### src/rtl/tcr_defines.svh
// offsets, field positions, widths and reset values of the result and config bank
// assumes inclusion by bare name from the design
`ifndef TCR_DEFINES_SVH
`define TCR_DEFINES_SVH
// ----------------------------------------
// register offsets
// ----------------------------------------
`define TCR_ADR_START_OFFSET 4'h5
`define TCR_ADR_FIFO_THRESH 4'h6
`define TCR_ADR_PLL_TIMER 4'h7
`define TCR_ADR_FIRST_RESULT 4'h8
`define TCR_ADR_SECOND_RESULT 4'h9
`define TCR_ADR_FIRST_INTERVAL 4'hA
`define TCR_ADR_BUS_WIDTH 4'hE
// ----------------------------------------
// widths
// ----------------------------------------
`define TCR_DATA_W 28
`define TCR_HALF_W 16
`define TCR_HIGH_W 12
`define TCR_OFFSET_W 18
`define TCR_TIME_W 23
`define TCR_INTERVAL_W 17
// ----------------------------------------
// start offset and reset trigger fields
// ----------------------------------------
`define TCR_PRI_OFFSET_LSB 0
`define TCR_PRI_OFFSET_MSB 17
`define TCR_HOLD_STOPS_BIT 21
`define TCR_BLOCK_BEGIN_BIT 22
`define TCR_FULL_CALC_BIT 23
`define TCR_PART_CALC_BIT 24
`define TCR_FULL_OUTEN_BIT 25
`define TCR_PART_OUTEN_BIT 26
`define TCR_REARM_BIT 27
// ----------------------------------------
// threshold and routing fields
// ----------------------------------------
`define TCR_FILL_LSB 0
`define TCR_FILL_MSB 7
`define TCR_SEC_OFFSET_LSB 8
`define TCR_SEC_OFFSET_MSB 25
`define TCR_ROUTING_BIT 26
`define TCR_POWER_BIT 27
// ----------------------------------------
// pll and timer fields
// ----------------------------------------
`define TCR_FAST_DIV_LSB 0
`define TCR_FAST_DIV_MSB 7
`define TCR_REF_DIV_LSB 8
`define TCR_REF_DIV_MSB 10
`define TCR_RES_REG_BIT 11
`define TCR_PHASE_INV_BIT 12
`define TCR_LOOP_OPEN_BIT 13
`define TCR_TIMER_LSB 15
`define TCR_TIMER_MSB 27
// ----------------------------------------
// bus width and misc
// ----------------------------------------
`define TCR_HALF_BUS_BIT 4
`define TCR_REARM_ONE 8'h01
`define TCR_CFG_RESET 28'h0000000
`define TCR_BUF_DEPTH 2
`endif

### src/rtl/tcr_pkg.sv
// types of the result and config bank
// assumes tcr_defines.svh is on the include path
package tcr_pkg;
	typedef enum logic [1:0] {
		TCR_MODE_I = 2'b00,
		TCR_MODE_G = 2'b01,
		TCR_MODE_R = 2'b10,
		TCR_MODE_M = 2'b11
	} tcr_mode_t;
	typedef enum logic {
		TCR_HALF_LOW = 1'b0,
		TCR_HALF_HIGH = 1'b1
	} tcr_half_t;
endpackage

### src/rtl/tcr_config_result_regs.sv
// configuration and result register bank of an eight channel time converter
// assumes an asynchronous host bus (chip select, read and write strobes, active low)
// and a measurement core on the same clock delivering two result streams
`timescale 1ns/1ps
`include "tcr_defines.svh"
module tcr_config_result_regs (
	input wire logic clock,
	input wire logic sys_rst,
	input wire logic bus_cs_n,
	input wire logic bus_rd_n,
	input wire logic bus_wr_n,
	input wire logic [3:0] bus_addr,
	input wire logic [`TCR_DATA_W-1:0] bus_data_in,
	output logic [`TCR_DATA_W-1:0] bus_data_out,
	output logic bus_data_oe,
	input wire logic calc_trigger_pin,
	input wire logic output_enable_pin_n,
	input wire logic [1:0] mode_sel,
	input wire logic quiet_mode,
	input wire logic [7:0] rearm_period_field,
	input wire logic begin_pulse,
	input wire logic [`TCR_INTERVAL_W-1:0] first_rearm_interval,
	input wire logic [1:0] queue_valid,
	output logic [1:0] queue_ready,
	input wire logic [`TCR_TIME_W-1:0] queue0_time,
	input wire logic [`TCR_TIME_W-1:0] queue1_time,
	input wire logic [1:0] queue_edge,
	input wire logic [7:0] queue0_begin_num,
	input wire logic [7:0] queue1_begin_num,
	input wire logic [1:0] queue0_channel,
	input wire logic [1:0] queue1_channel,
	input wire logic [7:0] queue0_level,
	input wire logic [7:0] queue1_level,
	output logic [1:0] fill_level_flag,
	output logic stop_inputs_enable,
	output logic begin_input_enable,
	output logic full_clear,
	output logic part_clear,
	output logic external_rearm,
	output logic diff_input_routing,
	output logic diff_input_power,
	output logic [7:0] pll_fast_divider,
	output logic [2:0] pll_ref_divider,
	output logic resolution_regulation_on,
	output logic pll_phase_invert,
	output logic pll_loop_open,
	output logic [12:0] measure_window_timer,
	output logic half_width_bus_select
);
	// ----------------------------------------
	// functions
	// ----------------------------------------
	function automatic logic [`TCR_DATA_W-1:0] pack_result(
		input tcr_pkg::tcr_mode_t mode,
		input logic [`TCR_TIME_W-1:0] t,
		input logic edge_bit,
		input logic [7:0] num,
		input logic [1:0] chan
	);
		logic [`TCR_DATA_W-1:0] w;
		w = '0;
		unique case (mode)
			tcr_pkg::TCR_MODE_I: w = {chan, num, edge_bit, t[16:0]};
			tcr_pkg::TCR_MODE_G: w = {5'h00, edge_bit, t[21:0]};
			tcr_pkg::TCR_MODE_R, tcr_pkg::TCR_MODE_M: w = {5'h00, t};
		endcase
		return w;
	endfunction

	function automatic logic [`TCR_TIME_W-1:0] add_offset(
		input logic [`TCR_TIME_W-1:0] t,
		input logic [`TCR_OFFSET_W-1:0] off
	);
		return t + {5'h00, off};
	endfunction

	// ----------------------------------------
	// pin synchronisers
	// ----------------------------------------
	logic [3:0] ctl_meta_r;
	logic [3:0] ctl_sync_r;
	logic [3:0] addr_meta_r;
	logic [3:0] addr_sync_r;
	logic [`TCR_DATA_W-1:0] din_meta_r;
	logic [`TCR_DATA_W-1:0] din_sync_r;
	logic [1:0] pin_meta_r;
	logic [1:0] pin_sync_r;
	always_ff @(posedge clock or posedge sys_rst) begin
		if (sys_rst) begin
			ctl_meta_r <= 4'hF;
			ctl_sync_r <= 4'hF;
			addr_meta_r <= 4'h0;
			addr_sync_r <= 4'h0;
			din_meta_r <= '0;
			din_sync_r <= '0;
			pin_meta_r <= 2'h2;
			pin_sync_r <= 2'h2;
		end else begin
			ctl_meta_r <= {1'b1, bus_cs_n, bus_rd_n, bus_wr_n};
			ctl_sync_r <= ctl_meta_r;
			addr_meta_r <= bus_addr;
			addr_sync_r <= addr_meta_r;
			din_meta_r <= bus_data_in;
			din_sync_r <= din_meta_r;
			pin_meta_r <= {output_enable_pin_n, calc_trigger_pin};
			pin_sync_r <= pin_meta_r;
		end
	end

	logic cs_n_s;
	logic rd_n_s;
	logic wr_n_s;
	logic calc_s;
	logic outen_n_s;
	assign cs_n_s = ctl_sync_r[2];
	assign rd_n_s = ctl_sync_r[1];
	assign wr_n_s = ctl_sync_r[0];
	assign calc_s = pin_sync_r[0];
	assign outen_n_s = pin_sync_r[1];

	// ----------------------------------------
	// strobe edges
	// ----------------------------------------
	logic rd_n_d_r;
	logic wr_n_d_r;
	always_ff @(posedge clock or posedge sys_rst) begin
		if (sys_rst) begin
			rd_n_d_r <= 1'b1;
			wr_n_d_r <= 1'b1;
		end else begin
			rd_n_d_r <= rd_n_s;
			wr_n_d_r <= wr_n_s;
		end
	end

	logic rd_begin;
	logic rd_end;
	logic wr_end;
	assign rd_begin = rd_d_fall(rd_n_d_r, rd_n_s) && !cs_n_s;
	assign rd_end = !rd_n_d_r && rd_n_s && !cs_n_s;
	assign wr_end = !wr_n_d_r && wr_n_s && !cs_n_s;

	function automatic logic rd_d_fall(input logic prev, input logic cur);
		return prev && !cur;
	endfunction

	// ----------------------------------------
	// configuration registers
	// ----------------------------------------
	logic [`TCR_DATA_W-1:0] start_offset_and_reset_triggers_r;
	logic [`TCR_DATA_W-1:0] fifo_threshold_and_input_routing_r;
	logic [`TCR_DATA_W-1:0] pll_and_timer_settings_r;
	logic [`TCR_DATA_W-1:0] bus_width_select_r;
	logic [`TCR_HALF_W-1:0] low_half_r;
	tcr_pkg::tcr_half_t wr_half_r;
	tcr_pkg::tcr_half_t rd_half_r;
	logic half_mode;
	assign half_mode = bus_width_select_r[`TCR_HALF_BUS_BIT];

	logic wr_commit;
	logic [`TCR_DATA_W-1:0] wr_word;
	// 16-bit mode: low half first, high half commits the word
	assign wr_commit = wr_end && (!half_mode || wr_half_r == tcr_pkg::TCR_HALF_HIGH);
	assign wr_word = half_mode ? {din_sync_r[`TCR_HIGH_W-1:0], low_half_r} : din_sync_r;

	always_ff @(posedge clock or posedge sys_rst) begin
		if (sys_rst) begin
			wr_half_r <= tcr_pkg::TCR_HALF_LOW;
			low_half_r <= '0;
		end else if (wr_end && half_mode) begin
			if (wr_half_r == tcr_pkg::TCR_HALF_LOW) begin
				low_half_r <= din_sync_r[`TCR_HALF_W-1:0];
				wr_half_r <= tcr_pkg::TCR_HALF_HIGH;
			end else begin
				wr_half_r <= tcr_pkg::TCR_HALF_LOW;
			end
		end else if (!half_mode) begin
			wr_half_r <= tcr_pkg::TCR_HALF_LOW;
		end
	end

	always_ff @(posedge clock or posedge sys_rst) begin
		if (sys_rst) begin
			start_offset_and_reset_triggers_r <= `TCR_CFG_RESET;
			fifo_threshold_and_input_routing_r <= `TCR_CFG_RESET;
			pll_and_timer_settings_r <= `TCR_CFG_RESET;
			bus_width_select_r <= `TCR_CFG_RESET;
		end else if (wr_commit) begin
			unique case (addr_sync_r)
				`TCR_ADR_START_OFFSET: start_offset_and_reset_triggers_r <= wr_word;
				`TCR_ADR_FIFO_THRESH: fifo_threshold_and_input_routing_r <= wr_word;
				`TCR_ADR_PLL_TIMER: pll_and_timer_settings_r <= wr_word;
				`TCR_ADR_BUS_WIDTH: bus_width_select_r <= wr_word;
				default: ;
			endcase
		end
	end

	tcr_pkg::tcr_mode_t mode;
	assign mode = tcr_pkg::tcr_mode_t'(mode_sel);
	logic [`TCR_OFFSET_W-1:0] pri_offset;
	logic [`TCR_OFFSET_W-1:0] sec_offset;
	logic [7:0] fill_thresh;
	assign pri_offset = start_offset_and_reset_triggers_r[`TCR_PRI_OFFSET_MSB:`TCR_PRI_OFFSET_LSB];
	assign sec_offset = fifo_threshold_and_input_routing_r[`TCR_SEC_OFFSET_MSB:`TCR_SEC_OFFSET_LSB];
	assign fill_thresh = fifo_threshold_and_input_routing_r[`TCR_FILL_MSB:`TCR_FILL_LSB];

	// ----------------------------------------
	// result buffers, two entries per queue
	// ----------------------------------------
	logic [`TCR_DATA_W-1:0] buf_mem_r [0:1][0:`TCR_BUF_DEPTH-1];
	logic [1:0] buf_wp_r;
	logic [1:0] buf_rp_r;
	logic [1:0] buf_cnt_r [0:1];
	logic [1:0] pop_req;
	logic [1:0] push;
	logic [1:0] pop;
	logic [`TCR_DATA_W-1:0] in_word [0:1];

	always_comb begin
		in_word[0] = pack_result(mode, add_offset(queue0_time, pri_offset), queue_edge[0],
			queue0_begin_num, queue0_channel);
		// second queue uses the second offset in G mode
		in_word[1] = pack_result(mode, add_offset(queue1_time,
			(mode == tcr_pkg::TCR_MODE_G) ? sec_offset : pri_offset),
			queue_edge[1], queue1_begin_num, queue1_channel);
	end

	always_comb begin
		for (int q = 0; q < 2; q++) begin
			push[q] = queue_valid[q] && queue_ready[q];
			pop[q] = pop_req[q] && (buf_cnt_r[q] != 2'd0);
		end
	end

	always_ff @(posedge clock or posedge sys_rst) begin
		if (sys_rst) begin
			buf_wp_r <= 2'b00;
			buf_rp_r <= 2'b00;
			queue_ready <= 2'b11;
			for (int q = 0; q < 2; q++) begin
				buf_cnt_r[q] <= 2'd0;
				buf_mem_r[q][0] <= '0;
				buf_mem_r[q][1] <= '0;
			end
		end else begin
			for (int q = 0; q < 2; q++) begin
				if (push[q]) begin
					buf_mem_r[q][buf_wp_r[q]] <= in_word[q];
					buf_wp_r[q] <= !buf_wp_r[q];
				end
				if (pop[q]) begin
					buf_rp_r[q] <= !buf_rp_r[q];
				end
				if (push[q] && !pop[q]) begin
					buf_cnt_r[q] <= buf_cnt_r[q] + 2'd1;
					queue_ready[q] <= (buf_cnt_r[q] == 2'd0);
				end else if (pop[q] && !push[q]) begin
					buf_cnt_r[q] <= buf_cnt_r[q] - 2'd1;
					queue_ready[q] <= 1'b1;
				end
			end
		end
	end

	// ----------------------------------------
	// read path
	// ----------------------------------------
	logic [`TCR_DATA_W-1:0] rd_word;
	always_comb begin
		rd_word = '0;
		unique case (addr_sync_r)
			`TCR_ADR_START_OFFSET: rd_word = start_offset_and_reset_triggers_r;
			`TCR_ADR_FIFO_THRESH: rd_word = fifo_threshold_and_input_routing_r ^ 28'h00000FF;
			`TCR_ADR_PLL_TIMER: rd_word = pll_and_timer_settings_r;
			`TCR_ADR_BUS_WIDTH: rd_word = bus_width_select_r;
			`TCR_ADR_FIRST_RESULT: begin
				if (buf_cnt_r[0] != 2'd0) begin
					rd_word = buf_mem_r[0][buf_rp_r[0]];
				end
			end
			`TCR_ADR_SECOND_RESULT: begin
				if (buf_cnt_r[1] != 2'd0) begin
					rd_word = buf_mem_r[1][buf_rp_r[1]];
				end
			end
			`TCR_ADR_FIRST_INTERVAL: begin
				if (mode == tcr_pkg::TCR_MODE_I) begin
					rd_word = {11'h000, first_rearm_interval};
				end
			end
			default: rd_word = '0;
		endcase
	end

	always_comb begin
		pop_req = 2'b00;
		if (rd_end && (!half_mode || rd_half_r == tcr_pkg::TCR_HALF_HIGH)) begin
			pop_req[0] = (addr_sync_r == `TCR_ADR_FIRST_RESULT);
			pop_req[1] = (addr_sync_r == `TCR_ADR_SECOND_RESULT);
		end
	end

	always_ff @(posedge clock or posedge sys_rst) begin
		if (sys_rst) begin
			bus_data_out <= '0;
			rd_half_r <= tcr_pkg::TCR_HALF_LOW;
		end else begin
			if (rd_begin) begin
				if (!half_mode) begin
					bus_data_out <= rd_word;
				end else if (rd_half_r == tcr_pkg::TCR_HALF_LOW) begin
					bus_data_out <= {12'h000, rd_word[`TCR_HALF_W-1:0]};
				end else begin
					bus_data_out <= {16'h0000, rd_word[`TCR_DATA_W-1:`TCR_HALF_W]};
				end
			end
			if (!half_mode) begin
				rd_half_r <= tcr_pkg::TCR_HALF_LOW;
			end else if (rd_end) begin
				rd_half_r <= (rd_half_r == tcr_pkg::TCR_HALF_LOW) ?
					tcr_pkg::TCR_HALF_HIGH : tcr_pkg::TCR_HALF_LOW;
			end
		end
	end

	// output enable pin gates the bus only while no clear trigger claims it
	logic outen_as_trigger;
	assign outen_as_trigger = start_offset_and_reset_triggers_r[`TCR_FULL_OUTEN_BIT] ||
		start_offset_and_reset_triggers_r[`TCR_PART_OUTEN_BIT];
	always_ff @(posedge clock or posedge sys_rst) begin
		if (sys_rst) begin
			bus_data_oe <= 1'b0;
		end else begin
			bus_data_oe <= !cs_n_s && !rd_n_s && (outen_as_trigger || !outen_n_s);
		end
	end

	// ----------------------------------------
	// clears, start gating and rearm
	// ----------------------------------------
	logic calc_ok;
	logic full_nxt;
	logic part_nxt;
	assign calc_ok = calc_s && !quiet_mode;
	assign full_nxt = (start_offset_and_reset_triggers_r[`TCR_FULL_CALC_BIT] && calc_ok) ||
		(start_offset_and_reset_triggers_r[`TCR_FULL_OUTEN_BIT] && !outen_n_s);
	assign part_nxt = (start_offset_and_reset_triggers_r[`TCR_PART_CALC_BIT] && calc_ok) ||
		(start_offset_and_reset_triggers_r[`TCR_PART_OUTEN_BIT] && !outen_n_s);

	logic begin_seen_r;
	always_ff @(posedge clock or posedge sys_rst) begin
		if (sys_rst) begin
			begin_seen_r <= 1'b0;
		end else if (begin_pulse) begin
			begin_seen_r <= 1'b1;
		end else if (full_nxt || part_nxt) begin
			begin_seen_r <= 1'b0;
		end
	end

	logic seen_nxt;
	assign seen_nxt = begin_seen_r || begin_pulse;
	always_ff @(posedge clock or posedge sys_rst) begin
		if (sys_rst) begin
			full_clear <= 1'b0;
			part_clear <= 1'b0;
			stop_inputs_enable <= 1'b1;
			begin_input_enable <= 1'b1;
			external_rearm <= 1'b0;
			fill_level_flag <= 2'b00;
		end else begin
			full_clear <= full_nxt;
			part_clear <= part_nxt && !full_nxt;
			stop_inputs_enable <= !(start_offset_and_reset_triggers_r[`TCR_HOLD_STOPS_BIT] &&
				!seen_nxt);
			begin_input_enable <= !(start_offset_and_reset_triggers_r[`TCR_BLOCK_BEGIN_BIT] &&
				seen_nxt && mode != tcr_pkg::TCR_MODE_I);
			external_rearm <= start_offset_and_reset_triggers_r[`TCR_REARM_BIT] &&
				rearm_period_field == `TCR_REARM_ONE && mode != tcr_pkg::TCR_MODE_M;
			fill_level_flag[0] <= mode != tcr_pkg::TCR_MODE_M && queue0_level >= fill_thresh;
			fill_level_flag[1] <= mode != tcr_pkg::TCR_MODE_M && queue1_level >= fill_thresh;
		end
	end

	// ----------------------------------------
	// configuration outputs
	// ----------------------------------------
	always_ff @(posedge clock or posedge sys_rst) begin
		if (sys_rst) begin
			diff_input_routing <= 1'b0;
			diff_input_power <= 1'b0;
			pll_fast_divider <= 8'h00;
			pll_ref_divider <= 3'h0;
			resolution_regulation_on <= 1'b0;
			pll_phase_invert <= 1'b0;
			pll_loop_open <= 1'b0;
			measure_window_timer <= 13'h0000;
			half_width_bus_select <= 1'b0;
		end else begin
			diff_input_routing <= fifo_threshold_and_input_routing_r[`TCR_ROUTING_BIT] &&
				mode == tcr_pkg::TCR_MODE_I;
			diff_input_power <= fifo_threshold_and_input_routing_r[`TCR_POWER_BIT];
			pll_fast_divider <= pll_and_timer_settings_r[`TCR_FAST_DIV_MSB:`TCR_FAST_DIV_LSB];
			pll_ref_divider <= pll_and_timer_settings_r[`TCR_REF_DIV_MSB:`TCR_REF_DIV_LSB];
			resolution_regulation_on <= pll_and_timer_settings_r[`TCR_RES_REG_BIT];
			pll_phase_invert <= pll_and_timer_settings_r[`TCR_PHASE_INV_BIT];
			pll_loop_open <= pll_and_timer_settings_r[`TCR_LOOP_OPEN_BIT];
			measure_window_timer <= pll_and_timer_settings_r[`TCR_TIMER_MSB:`TCR_TIMER_LSB];
			half_width_bus_select <= half_mode;
		end
	end
endmodule

### config.mk
export PLATFORM = sky130hd
export DESIGN_NAME = tcr_config_result_regs
export DESIGN_NICKNAME = d
export VERILOG_FILES = /design/src/rtl/tcr_pkg.sv /design/src/rtl/tcr_config_result_regs.sv
export VERILOG_INCLUDE_DIRS = /design/src /design/src/rtl
export SDC_FILE = /design/constraint.sdc
export NUM_CORES = 1
export LEC_CHECK = 0
export ABC_AREA = 1
export BUFFER_PORTS_ARGS = -buffer_cell sky130_fd_sc_hd__buf_2
export CAP_MARGIN = 20
export CELL_PAD_IN_SITES_DETAIL_PLACEMENT = 1
export CELL_PAD_IN_SITES_GLOBAL_PLACEMENT = 1
export CORE_ASPECT_RATIO = 0.75
export CORE_MARGIN = 5
export CORE_UTILIZATION = 44
export DETAILED_ROUTE_END_ITERATION = 10
export PLACE_DENSITY_LB_ADDON = 0.12
export SLEW_MARGIN = 20
export SYNTH_ARGS = -nofsm -noshare
export SYNTH_HDL_FRONTEND = slang
export SYNTH_SLANG_ARGS = --single-unit
export TNS_END_PERCENT = 10
### constraint.sdc
create_clock -name clock -period 21.6 [get_ports clock]
set_input_delay 6.48 -clock clock [delete_from_list [all_inputs] [get_ports clock]]
set_output_delay 6.48 -clock clock [all_outputs]
set_load 0.03 [all_outputs]
* After elaboration in Yosys (flattened, before gate mapping) *
Cells that the tools add are included.
W data, S select, Z words.

word-level totals
  bits in registers = 395
  bits of input ports = 154
  output and inout bits = 68
  logic and storage cells = 197

operators by class
  add/sub/neg operators = 6
  $lt $le $gt $ge = 8
  eq/ne operators = 14
  multiplexer cells = 39
  bitwise logic cells = 6
  reductions and logical operators = 77

operators by type and width
  kind                  count
  $mux W28              12
  $pmux W28 S7          1
  $pmux W28 S3          2
  $bwmux W56            2
  $demux W28 S1         2
  $add A23 B18 Y23      2
  $logic_and A1 B1 Y1   35
  $logic_not A1 Y1      19
  $mux W18              1
  $mux W17              1
  $eq A4 B4 Y1 const B  4
  $ge A8 B8 Y1          2
  $mux W16              1
  $eq A4 B3 Y1 const B  3
  $mux W1               12
  $reduce_bool A2 Y1    6
  $mux W2               5
  $reduce_and A2 Y1     5
  $eq A8 B1 Y1 const B  1
  $ge A2 B2 Y1 const B  4
  $logic_or A1 B1 Y1    8
  $not A1 Y2            4
  $not A8 Y8            1
  $logic_not A2 Y1      3
  other kinds (9)       14

* Longest topological paths before layout *
Gate-level depths: netlist of the first run.

  depth in word-level cells = 9
  mapped depth = 20
  depth with buffers taken out = 18

* Worst setup path before layout of the first run *
OpenSTA, ideal clock, no wires.

  path type = input-to-reg
  from = input port mode_sel[1]
  to = register buf_mem_r[44] (netlist name)
  library setup time = 0.136 ns
  arrival time = 8.402 ns
  data required time = 21.464 ns
  setup slack = 13.062 ns
  cell stages on the path = 16
  buffers on the path = 2
  cell sequence = inv_1 -> nand2_1 -> clkbuf_1 -> clkbuf_1 -> nand2_1 -> o21ai_0 -> ha_1 -> nand2_1 -> inv_1 -> a21oi_1 -> nor2_1 -> nor2_1 -> nand2_1 -> or2_2 -> nand3_1 -> o21ai_0

on the way
  cells in the longest elaborated chain, start to end = 5

RTL lines
  what                            line                           source
  start: declaration              tcr_config_result_regs.sv:18   input wire logic [1:0] mode_sel,
  $eq A2 B1 Y1                    tcr_config_result_regs.sv:225  (mode == tcr_pkg::TCR_MODE_G) ? sec_offset : pri_offset),
  $mux W18                        tcr_config_result_regs.sv:225
  $add A23 B18 Y23                tcr_config_result_regs.sv:74   return t + {5'h00, off};
  $pmux W28 S3                    tcr_config_result_regs.sv:62   unique case (mode)
  $bwmux W56                      tcr_config_result_regs.sv:249  buf_mem_r[q][buf_wp_r[q]] <= in_word[q];
  end signal: indexed assignment  tcr_config_result_regs.sv:249
  end: declaration                tcr_config_result_regs.sv:211  logic [`TCR_DATA_W-1:0] buf_mem_r [0:1][0:`TCR_BUF_DEPTH-1];

Every way passes these cells. The select of a mux whose other input is x is not followed.
A chain may end at the register's enable or synchronous reset.

* Worst setup path after layout of the first run *
  from = input port mode_sel[1]
  to = register buf_mem_r[42] (netlist name)

The elaborated chain is that of the path after synthesis.

==> results of run 1 <==
-- area by class of cell --
cell class                 instances  area [sq um]
fill                            5295         21000
clock inverter                    24           313
inverter                         276          1040
sequential                       395          9900
tap                              578           723
clock buffer                      51          1130
antenna                            1          2.50
multi-input combinational       1610          7950
timing repair buffer             243          1300
-- routing by layer --
metal | wire length [um] | track usage, % | part of all wire, %
met3 | 4970 | 5.41 | 6.7
met4 | 1680 | 6.23 | 2.3
met1 | 33600 | 44.0 | 45
met2 | 33900 | 48.7 | 46
met5 | 13 | 0 | 0.018
-- path summary, 6_finish.rpt --
path / cells after the start / slack [ns] / start / to
worst max-delay path: 15 / 12.90 / mode_sel[1] / buf_mem_r[42]
worst min-delay path: 0 / 0.35 / din_meta_r[0] / din_sync_r[0]
worst max register to register: 9 / 18.64 / bus_width_select_r[4] / buf_cnt_r[3]
worst min register to register: 0 / 0.35 / din_meta_r[0] / din_sync_r[0]
max in group asynchronous: 3 / 14.19 / sys_rst / begin_seen_r
min in group asynchronous: 2 / 6.03 / sys_rst / buf_mem_r[100]
-- cell families after synthesis --
family,Yosys count,share of synthesized area [%]
buffers and inverters,359,7.41
adder cells (fa/ha/maj),56,3.72
AND/OR/NAND/NOR,1086,22.9
flip-flops,395,51.4
XOR/XNOR,30,1.36
multiplexers,31,1.84
AO/OA/AOI/OAI,407,11.4
-- report_power, final --
group          switching (mW)  leakage (nW)  internal [mW]
clock network           0.321         0.703          0.449
registers               0.100          5.04          0.902
logic                   0.425          5.66          0.183
total                   0.846          11.4           1.53
-- registers in the layout, indices dropped and copies added (netlist names), 13 cells and up --
signal,flops
bus_width_select_r,28
start_offset_and_reset_triggers_r,28
din_sync_r,28
measure_window_timer,13
fifo_threshold_and_input_routing_r,28
bus_data_out,28
buf_mem_r,112
low_half_r,16
pll_and_timer_settings_r,28
din_meta_r,28
-- worst register-to-register path, delay by kind of cell, from the launching register on --
family,cells,cell delay [ns]
compound gates,3,1.03
buf+inv,3,0.86
flops,1,0.32
fa+ha+maj,1,0.27
simple gates,1,0.21
xor+xnor,1,0.15
-- cells in the mapped netlist, drive strengths merged --
cell type	instances	area share (%)
o221ai	1	0.045
nor4b	1	0.045
nand4	20	0.65
o22ai	25	0.81
a21oi	100	2.6
xor2	11	0.50
mux2	30	1.8
buf	37	1.1
a221oi	3	0.14
or2	17	0.55
nand3b	5	0.19
nor4	2	0.065
nor2	135	3.0
a211oi	1	0.039
nor3b	2	0.078
a31oi	2	0.065
o211ai	7	0.30
o21bai	1	0.039
o2111ai	2	0.091
a22o	12	0.55
nand2	815	16
nand3	84	2.2
a22oi	3	0.12
o21ai	247	6.5
dfstp	14	1.9
a21o	3	0.12
xnor2	19	0.86
nor3	5	0.13
mux2i	1	0.052
clkinv	3	0.058
dfrtp	381	49
ha	54	3.5
fa	2	0.21
inv	273	5.3
clkbuf	46	0.90
==> impl_metrics.py, run 1 <==
metrics = {
    "yosys": {
        "synth.distinct_cells": 49,
        "seq_area_frac_synth_pct": 51.4,
        "syn-instance-count": 2364,
        "ys_ff_latch": 395,
        "syn_area_per_cell_sq_um": 8.15,
        "netlist_area_sq_mm": 0.0193,
        "syn-num-nets": 2574,
        "ys_warn_count": 0,
    },
    "grt": {
        "grtUsageTotal_pct": 30.5,
        "first_global_vias": 17800,
        "grt_pass1_wl_um": 111000,
        "overflow": 0,
        "antenna_found_initial": 1,
        "grt_start_max_net_pins": 166,
    },
    "placement": {
        "hpwl_um": 55700,
        "placed_cells": 3100,
        "place_area_sq_mm": 0.0209,
        "portBuffers": 221,
        "preCtsSetupSlack_ns": 11.99,
        "place.gp.congestion": 0.955,
    },
    "setup_path": {
        "critPathArrivalTime_ns": 9.15,
        "crit_path_max_incr_delay_ns": 0.44,
        "path_delay_family": "simple AND/OR/NAND/NOR gates",
        "crit_chain": "buf_2 > inv_1 > nand2_2 > o21ai_0 > ha_1 > inv_1 > fa_1 > inv_1 > nand2_1 > nand3_1 > nand2_1 > nor2_1 > o21ai_0 > nand3_1 > nand2_1",
        "slowest_stage": "fa_1",
        "start_kind": "primary input",
        "required_ns": 22.04,
        "worstSetupPathType": "primary input to flip-flop",
        "endpoint_kind": "flip-flop",
        "cp_max_fo": 38,
        "critPathBufInv": 4,
    },
    "power_and_ir_drop": {
        "ir_drop_mv": 0.0969,
        "powerDensity_mw_per_mm2": 106,
        "power_mw": 2.38,
        "p_leak_nw": 11.4,
    },
    "cts": {
        "worstSkewPairLatency_ns": 0.56,
        "cts_max_path_buffers": 3,
        "ctsHoldBuffers": 0,
        "htree_levels": 2,
        "cts_tree": "done",
        "cts_setup_buffers": 0,
        "cts_resized": 0,
        "root_buffer": "clkbuf_16",
        "cts_buffers": 41,
        "cts.sinks": 395,
        "clkTransAtPathRegs_ns": 0.06,
    },
    "sta": {
        "layout_setup_ws_ns": 12.90,
        "grt_setup_unrepaired": "no",
        "slew_viol_final": 0,
        "worst_pin_slew_ns": 1.22,
        "timing.final.crit_share_pct": 40.3,
        "setup_tns_ns": 0,
        "worst_hold_slack_ns": 0.350,
        "layout_min_cycle_time_ns": 8.70,
        "relSlewSlack_pct": 17.9,
        "max_freq_mhz": 115,
        "setup_viol_count_final": 0,
        "hold_viol_final": 0,
        "finClkSkew_ns": 0.0187,
    },
    "floorplan": {
        "core_area_sq_mm": 0.0434,
        "ios": 222,
        "start_util_pct": 44.4,
        "fp.dieH_um": 191,
        "die-width_um": 252,
        "rows": 66,
        "die_area_sq_mm": 0.0481,
    },
    "drt": {
        "antenna_left": 0,
        "drc": 0,
        "drt_iter0_markers": 1420,
        "drt_first_pass_iters": 7,
        "routed_wl_um": 74200,
        "vias": 17300,
        "wl_per_cell_um": 23.3,
        "vias_per_cell": 5.44,
    },
    "cells_and_area": {
        "finalNonFillerCells": 3178,
        "utilization_pct": 51.6,
        "layout_commonest_cell": "nand2_1",
        "layout_common_cells": "nand2_1, dfrtp_1, inv_1",
        "drive_gt1_share_pct": 15.2,
        "syn2layout_area_growth_pct": 16.1,
        "nets": 2777,
        "fin_area_sq_mm": 0.0224,
    },
    "worst_hold_path": {
        "min_path_type": "flip-flop to flip-flop",
    },
    "outcome": {
        "status": "finished, final reports clean",
    },
    "flow_run": {
        "maxCapViolCount": 0,
    },
}
(Power assumes the default switching activity.)
==> run 2: changes to the inputs <==
--- a/config.mk
+++ b/config.mk
@@ -6,14 +6,14 @@
 export SDC_FILE = /design/constraint.sdc
 export NUM_CORES = 1
 export LEC_CHECK = 0
-export ABC_AREA = 1
+export ABC_AREA = 0
 export BUFFER_PORTS_ARGS = -buffer_cell sky130_fd_sc_hd__buf_2
 export CAP_MARGIN = 20
 export CELL_PAD_IN_SITES_DETAIL_PLACEMENT = 1
 export CELL_PAD_IN_SITES_GLOBAL_PLACEMENT = 1
 export CORE_ASPECT_RATIO = 0.75
 export CORE_MARGIN = 5
-export CORE_UTILIZATION = 44
+export CORE_UTILIZATION = 45
 export DETAILED_ROUTE_END_ITERATION = 10
 export PLACE_DENSITY_LB_ADDON = 0.12
 export SLEW_MARGIN = 20
==> constraint.sdc (replaced) <==
create_clock -name clock -period 8.33 [get_ports clock]
set_input_delay 2.499 -clock clock [delete_from_list [all_inputs] [get_ports clock]]
set_output_delay 2.499 -clock clock [all_outputs]
set_load 0.03 [all_outputs]
==> impl_metrics.py, run 2 <==
metrics = {
    "setup_path": {
        "endpoint_kind": "flip-flop",
        "worstReg2RegStart": "start_offset_and_reset_triggers_r[10]",
        "r2r-end": "buf_mem_r[73]",
        "critPathArrivalTime_ns": 5.60,
        "slowest_stage": "mux2_2",
        "worstSetupStartpoint": "mode_sel[0]",
        "crit_path_max_incr_delay_ns": 0.38,
        "start_kind": "primary input",
        "reg2reg_slack_ns": 4.89,
        "critPathBufInv": 3,
        "cp_max_fo": 19,
        "required_ns": 8.77,
        "path_delay_family": "compound AO/OA/AOI/OAI gates",
        "crit_chain": "buf_2 > nor2b_1 > buf_4 > mux2_2 > ha_1 > inv_1 > fa_1 > nor2b_1 > o31a_1 > o221a_2 > o31ai_4 > a21oi_2 > xnor2_1 > o311ai_0",
        "r2r_cells": 8,
        "worstSetupPathType": "primary input to flip-flop",
        "cp.depth": 14,
        "cp_common_cell": "nor2b_1",
    },
    "cts": {
        "cts.sinks": 395,
        "cts_resized": 0,
        "worstSkewPairLatency_ns": 0.56,
        "cts_tree": "done",
        "cts_buffers": 41,
        "htree_levels": 2,
        "ctsHoldBuffers": 0,
        "cts_setup_buffers": 0,
        "root_buffer": "clkbuf_16",
        "clkTransAtPathRegs_ns": 0.07,
        "cts_max_path_buffers": 3,
    },
    "cells_and_area": {
        "multi_input_area_sq_mm": 0.00794,
        "nets": 2187,
        "largest_reg_flops": 112,
        "fillers": 4507,
        "drive_gt1_share_pct": 20.1,
        "utilization_pct": 52.6,
        "ff_latch_area_sq_mm": 0.00990,
        "layout_commonest_cell": "dfrtp_1",
        "syn2layout_area_growth_pct": 16.1,
        "largest_register": "buf_mem_r",
        "layout_common_cells": "dfrtp_1, nand2_1, buf_2",
    },
    "yosys": {
        "synthAdderAreaFrac_pct": 3.90,
        "synth_top_family_by_area": "compound AO/OA/AOI/OAI gates",
        "ys_ff_latch": 395,
        "synthXorXnorAreaFrac_pct": 1.48,
        "synth.distinct_cells": 71,
        "syn-num-nets": 1997,
        "yosysTopAreaCell": "dfrtp_1",
        "synthArstFlopShare_pct": 100,
        "syn_area_per_cell_sq_um": 10.3,
        "synth_compound_area_share_pct": 17.6,
        "netlist_area_sq_mm": 0.0183,
        "synth-simple-area-share_pct": 12.1,
        "seq_area_frac_synth_pct": 54.0,
        "syn-instance-count": 1787,
        "yosysMostFrequentCell": "dfrtp_1",
        "synth_common_cells": "dfrtp_1, nand2_1, o21ai_0",
        "synth.area.top_cells": "dfrtp_1, nand2_1, o21ai_0",
        "synth_top_area_share_pct": 52.0,
        "synth_edf_count": 0,
        "ys.flop_type": "dfrtp_1",
        "ys_warn_count": 0,
        "synth_mux_area_share_pct": 8.08,
    },
    "placement": {
        "preCtsSetupSlack_ns": 2.60,
        "portBuffers": 221,
        "place.gp.congestion": 0.898,
        "hpwl_um": 47000,
    },
    "worst_hold_path": {
        "min_path_type": "flip-flop to flip-flop",
        "holdPathEnd": "din_sync_r[11]",
        "hold_start": "din_meta_r[11]",
        "min_path_cells": 0,
    },
    "drt": {
        "wl_per_cell_um": 25.0,
        "drc": 0,
        "vias": 14900,
        "drt_first_pass_iters": 5,
        "antenna_left": 0,
        "routed_wl_um": 63500,
        "drt_iter0_markers": 1228,
        "vias_per_cell": 5.86,
    },
    "sta": {
        "setup_viol_count_final": 0,
        "layout_setup_ws_ns": 3.17,
        "timing.final.crit_share_pct": 62.0,
        "worst_pin_slew_ns": 1.11,
        "max_freq_mhz": 194,
        "worst_hold_slack_ns": 0.343,
        "grt_setup_unrepaired": "no",
        "hold_viol_final": 0,
        "finClkSkew_ns": 0.0169,
        "relSlewSlack_pct": 25.3,
        "layout_min_cycle_time_ns": 5.16,
        "setup_tns_ns": 0,
        "slew_viol_final": 0,
    },
    "floorplan": {
        "die-width_um": 243,
        "rows": 64,
        "core_area_sq_mm": 0.0405,
        "ios": 222,
        "fp.dieH_um": 185,
        "start_util_pct": 45.3,
        "die_area_sq_mm": 0.0449,
    },
    "grt": {
        "antenna_found_initial": 4,
        "overflow": 0,
        "grt_pass1_wl_um": 96000,
        "grt_start_max_net_pins": 125,
        "grtUsageTotal_pct": 28.0,
        "first_global_vias": 15400,
    },
    "flow_run": {
        "maxCapViolCount": 0,
    },
    "power_and_ir_drop": {
        "ir_drop_mv": 0.192,
        "power_mw": 6.16,
        "p_leak_nw": 9.96,
        "powerDensity_mw_per_mm2": 289,
    },
    "outcome": {
        "status": "finished, final reports clean",
    },
}
run 2: changes by cell type after synthesis, moves of 17 or more:
cell      delta
o21ai_1     -24
clkbuf_1    +31
nand4_1     -18
inv_1      -229
nand2_1    -514
o31ai_1     +20
nor2_1      -30
mux2_1      -17
nand3_1     -55
mux2i_1     +86
a22oi_1     +20
mux2_2      +42
a21o_1      +21
run 2: per-layer routing:
layer	track usage [%]	wire length (um)	part of all wire (%)
met1	40.2	29100	46
met2	42.0	27500	43
met3	6.68	4670	7.4
met4	9.57	2250	3.5
met5	0	0	0
run 2: final cells by class:
class / count / area share [%]
Antenna cell: 1 / 0.0117
Clock buffer: 60 / 5.53
Clock inverter: 16 / 0.875
Inverter: 31 / 0.564
Multi-Input combinational cell: 1261 / 37.3
Sequential cell: 395 / 46.5
Tap cell: 528 / 3.10
Timing Repair Buffer: 247 / 6.17
run 2: power breakdown:
part           switching, mW  total [mW]  internal, mW
clock network          0.796        1.88          1.08
logic                   1.05        1.63         0.575
registers              0.298        2.66          2.36
total                   2.15        6.16          4.01
run 2: how the worst max path moves through the flow:
stage	end	slack [ns]
after CTS	buf_mem_r[18]	3.18
after floorplan	addr_meta_r[0]	0.53
after global routing	buf_mem_r[18]	2.96
final	buf_mem_r[18]	3.17
after detailed placement	buf_mem_r[18]	2.60
after global placement	buf_mem_r[50]	2.66
run 2: cells by family (layout without fill, tap and decap cells):
group                      count (synthesis)  count (layout)
AOI/OAI and AO/OA                        521             521
muxes                                    141             141
DFF                                      395             395
and+or+nand+nor                          512             512
buffers and inverters                    131             354
xor gates and xnor gates                  31              31
adders and majority gates                 56              56
other                                      0               1
run 2: worst register-to-register path, cell delays in order, from the launching register on:
cell      delay, ns
dfrtp_1        0.58
ha_1           0.65
and3_1         0.25
nand3_1        0.08
nand3b_1       0.25
nand2b_4       0.20
and2_1         0.19
o311ai_0       0.87
o21ai_0        0.21
run 2: stage by stage:
step / std cells / area (sq um)
2_1_floorplan: 1787 / 18300
3_3_place_gp: 2462 / 19900
3_5_place_dp: 2462 / 19900
4_1_cts: 2538 / 21300
5_1_grt: 2538 / 21300
6_report: 2539 / 21300
==> run 3: changes to the inputs <==
--- a/config.mk
+++ b/config.mk
@@ -6,14 +6,14 @@
 export SDC_FILE = /design/constraint.sdc
 export NUM_CORES = 1
 export LEC_CHECK = 0
-export ABC_AREA = 0
+export ABC_AREA = 1
 export BUFFER_PORTS_ARGS = -buffer_cell sky130_fd_sc_hd__buf_2
 export CAP_MARGIN = 20
 export CELL_PAD_IN_SITES_DETAIL_PLACEMENT = 1
 export CELL_PAD_IN_SITES_GLOBAL_PLACEMENT = 1
 export CORE_ASPECT_RATIO = 0.75
 export CORE_MARGIN = 5
-export CORE_UTILIZATION = 45
+export CORE_UTILIZATION = 40
 export DETAILED_ROUTE_END_ITERATION = 10
 export PLACE_DENSITY_LB_ADDON = 0.12
 export SLEW_MARGIN = 20
==> constraint.sdc (replaced) <==
create_clock -name clock -period 4.6 [get_ports clock]
set_input_delay 1.38 -clock clock [delete_from_list [all_inputs] [get_ports clock]]
set_output_delay 1.38 -clock clock [all_outputs]
set_load 0.03 [all_outputs]
==> impl_metrics.py, run 3 (synthesis gave the netlist of run 1 again) <==
metrics = {
    "outcome": {
        "status": "finished, final reports clean",
    },
    "setup_path": {
        "path_delay_family": "simple AND/OR/NAND/NOR gates",
        "cp_max_fo": 24,
        "crit_chain": "buf_2 > inv_1 > nand2_1 > buf_4 > o21ai_0 > ha_1 > nand2_1 > nor2_1 > nand2_1 > nand2_1 > nand2_1 > nand3_1 > nand2_1 > nand3_1 > nand2_1 > nand2_1 > nand2_1",
        "critPathArrivalTime_ns": 3.98,
        "endpoint_kind": "flip-flop",
        "crit_path_max_incr_delay_ns": 0.40,
        "cp_common_cell": "nand2_1",
        "critPathBufInv": 3,
        "required_ns": 5.04,
        "worstSetupPathType": "primary input to flip-flop",
        "slowest_stage": "ha_1",
        "start_kind": "primary input",
    },
    "cells_and_area": {
        "syn2layout_area_growth_pct": 17.1,
        "fin_area_sq_mm": 0.0226,
        "nets": 2786,
        "ff_latch_area_sq_mm": 0.00990,
        "fillers": 5844,
        "finalNonFillerCells": 3250,
        "layout_commonest_cell": "nand2_1",
        "multi_input_area_sq_mm": 0.00795,
        "layout_common_cells": "nand2_1, dfrtp_1, inv_1",
        "largest_reg_flops": 112,
        "drive_gt1_share_pct": 15.1,
        "largest_register": "buf_mem_r",
    },
    "sta": {
        "layout_setup_ws_ns": 1.06,
        "relSlewSlack_pct": 14.4,
        "hold_viol_final": 0,
        "grt_setup_unrepaired": "no",
        "layout_min_cycle_time_ns": 3.54,
        "slew_viol_final": 0,
        "worst_pin_slew_ns": 1.27,
        "finClkSkew_ns": 0.0148,
        "max_freq_mhz": 283,
        "timing.final.crit_share_pct": 76.9,
        "setup_viol_count_final": 0,
    },
    "power_and_ir_drop": {
        "p_leak_nw": 11.5,
        "powerDensity_mw_per_mm2": 494,
        "ir_drop_mv": 0.321,
        "power_mw": 11.2,
    },
    "cts": {
        "clkTransAtPathRegs_ns": 0.06,
        "root_buffer": "clkbuf_16",
        "cts_max_path_buffers": 3,
        "htree_levels": 2,
        "cts_resized": 0,
        "cts_setup_buffers": 0,
        "ctsHoldBuffers": 0,
        "cts_tree": "done",
        "worstSkewPairLatency_ns": 0.56,
        "cts_buffers": 42,
        "cts.sinks": 395,
    },
    "grt": {
        "grt_start_max_net_pins": 85,
        "grt_pass1_wl_um": 111000,
        "first_global_vias": 17700,
        "antenna_found_initial": 3,
        "grtUsageTotal_pct": 27.8,
        "overflow": 0,
    },
    "drt": {
        "wl_per_cell_um": 23.0,
        "vias_per_cell": 5.27,
        "antenna_left": 0,
        "drt_iter0_markers": 1356,
        "drc": 0,
        "vias": 17100,
        "drt_first_pass_iters": 5,
        "routed_wl_um": 74600,
    },
    "placement": {
        "preCtsSetupSlack_ns": 0.517,
        "portBuffers": 221,
        "place.gp.congestion": 0.951,
        "place_area_sq_mm": 0.0211,
        "placed_cells": 3169,
        "hpwl_um": 57400,
    },
    "worst_hold_path": {
        "min_path_type": "flip-flop to flip-flop",
    },
    "floorplan": {
        "ios": 222,
        "fp.dieH_um": 200,
        "die_area_sq_mm": 0.0527,
        "die-width_um": 263,
        "core_area_sq_mm": 0.0475,
        "rows": 69,
        "start_util_pct": 40.6,
    },
    "flow_run": {
        "maxCapViolCount": 0,
    },
}
run 3: changes by cell type in the layout (fill, tap and decap cells not counted), sizes merged, moves of 24 or more:
cell,before,now
mux2,54,30
nor2,93,135
nand3,29,84
o21ai,219,247
mux2i,87,1
nand2,296,815
inv,31,275
run 3: final timing paths:
check / start / end / slack (ns) / cells after the start
setup / recovery: mode_sel[1] / buf_mem_r[22] / 1.06 / 17
max in group asynchronous: sys_rst / buf_mem_r[74] / 2.52 / 3
setup reg to reg: addr_sync_r[2] / bus_width_select_r[0] / 1.53 / 6
min in group asynchronous: sys_rst / bus_width_select_r[19] / 1.08 / 2
hold / removal: addr_meta_r[2] / addr_sync_r[2] / 0.35 / 0
hold reg to reg: addr_meta_r[2] / addr_sync_r[2] / 0.35 / 0
run 3: metrics by stage:
step,util (%),hold slack [ns],TNS [ns]
after floorplan,-,0.331,-802.93
after global placement,44.3,0.332,0
after detailed placement,44.3,0.336,0
after CTS,47.4,0.350,0
after global routing,47.5,0.356,0
final,47.5,0.348,0
run 3: power by group:
part / total [mW] / internal [mW] / switching, mW
clock: 3.60 / 2.13 / 1.46
sequential: 4.71 / 4.23 / 0.472
combinational: 2.85 / 0.881 / 1.97
run 3: area by class of cell:
| type | instances | area share (%) |
|---|---|---|
| inverters | 276 | 4.61 |
| clock inverters | 17 | 1.17 |
| well taps | 639 | 3.54 |
| repair buffers | 251 | 6.30 |
| multi-input cells | 1610 | 35.2 |
| clock buffers | 60 | 5.22 |
| diodes | 2 | 0.0222 |
| flip-flops and latches | 395 | 43.9 |
run 3: metal layers:
layer	up-vias	GRT usage (%)	wire [um]
met3	80	6.27	5130
met4	6	5.14	1410
met5	-	0	40
met2	458	44.0	33300
met1	8628	40.2	34800
li1	7955	-	-
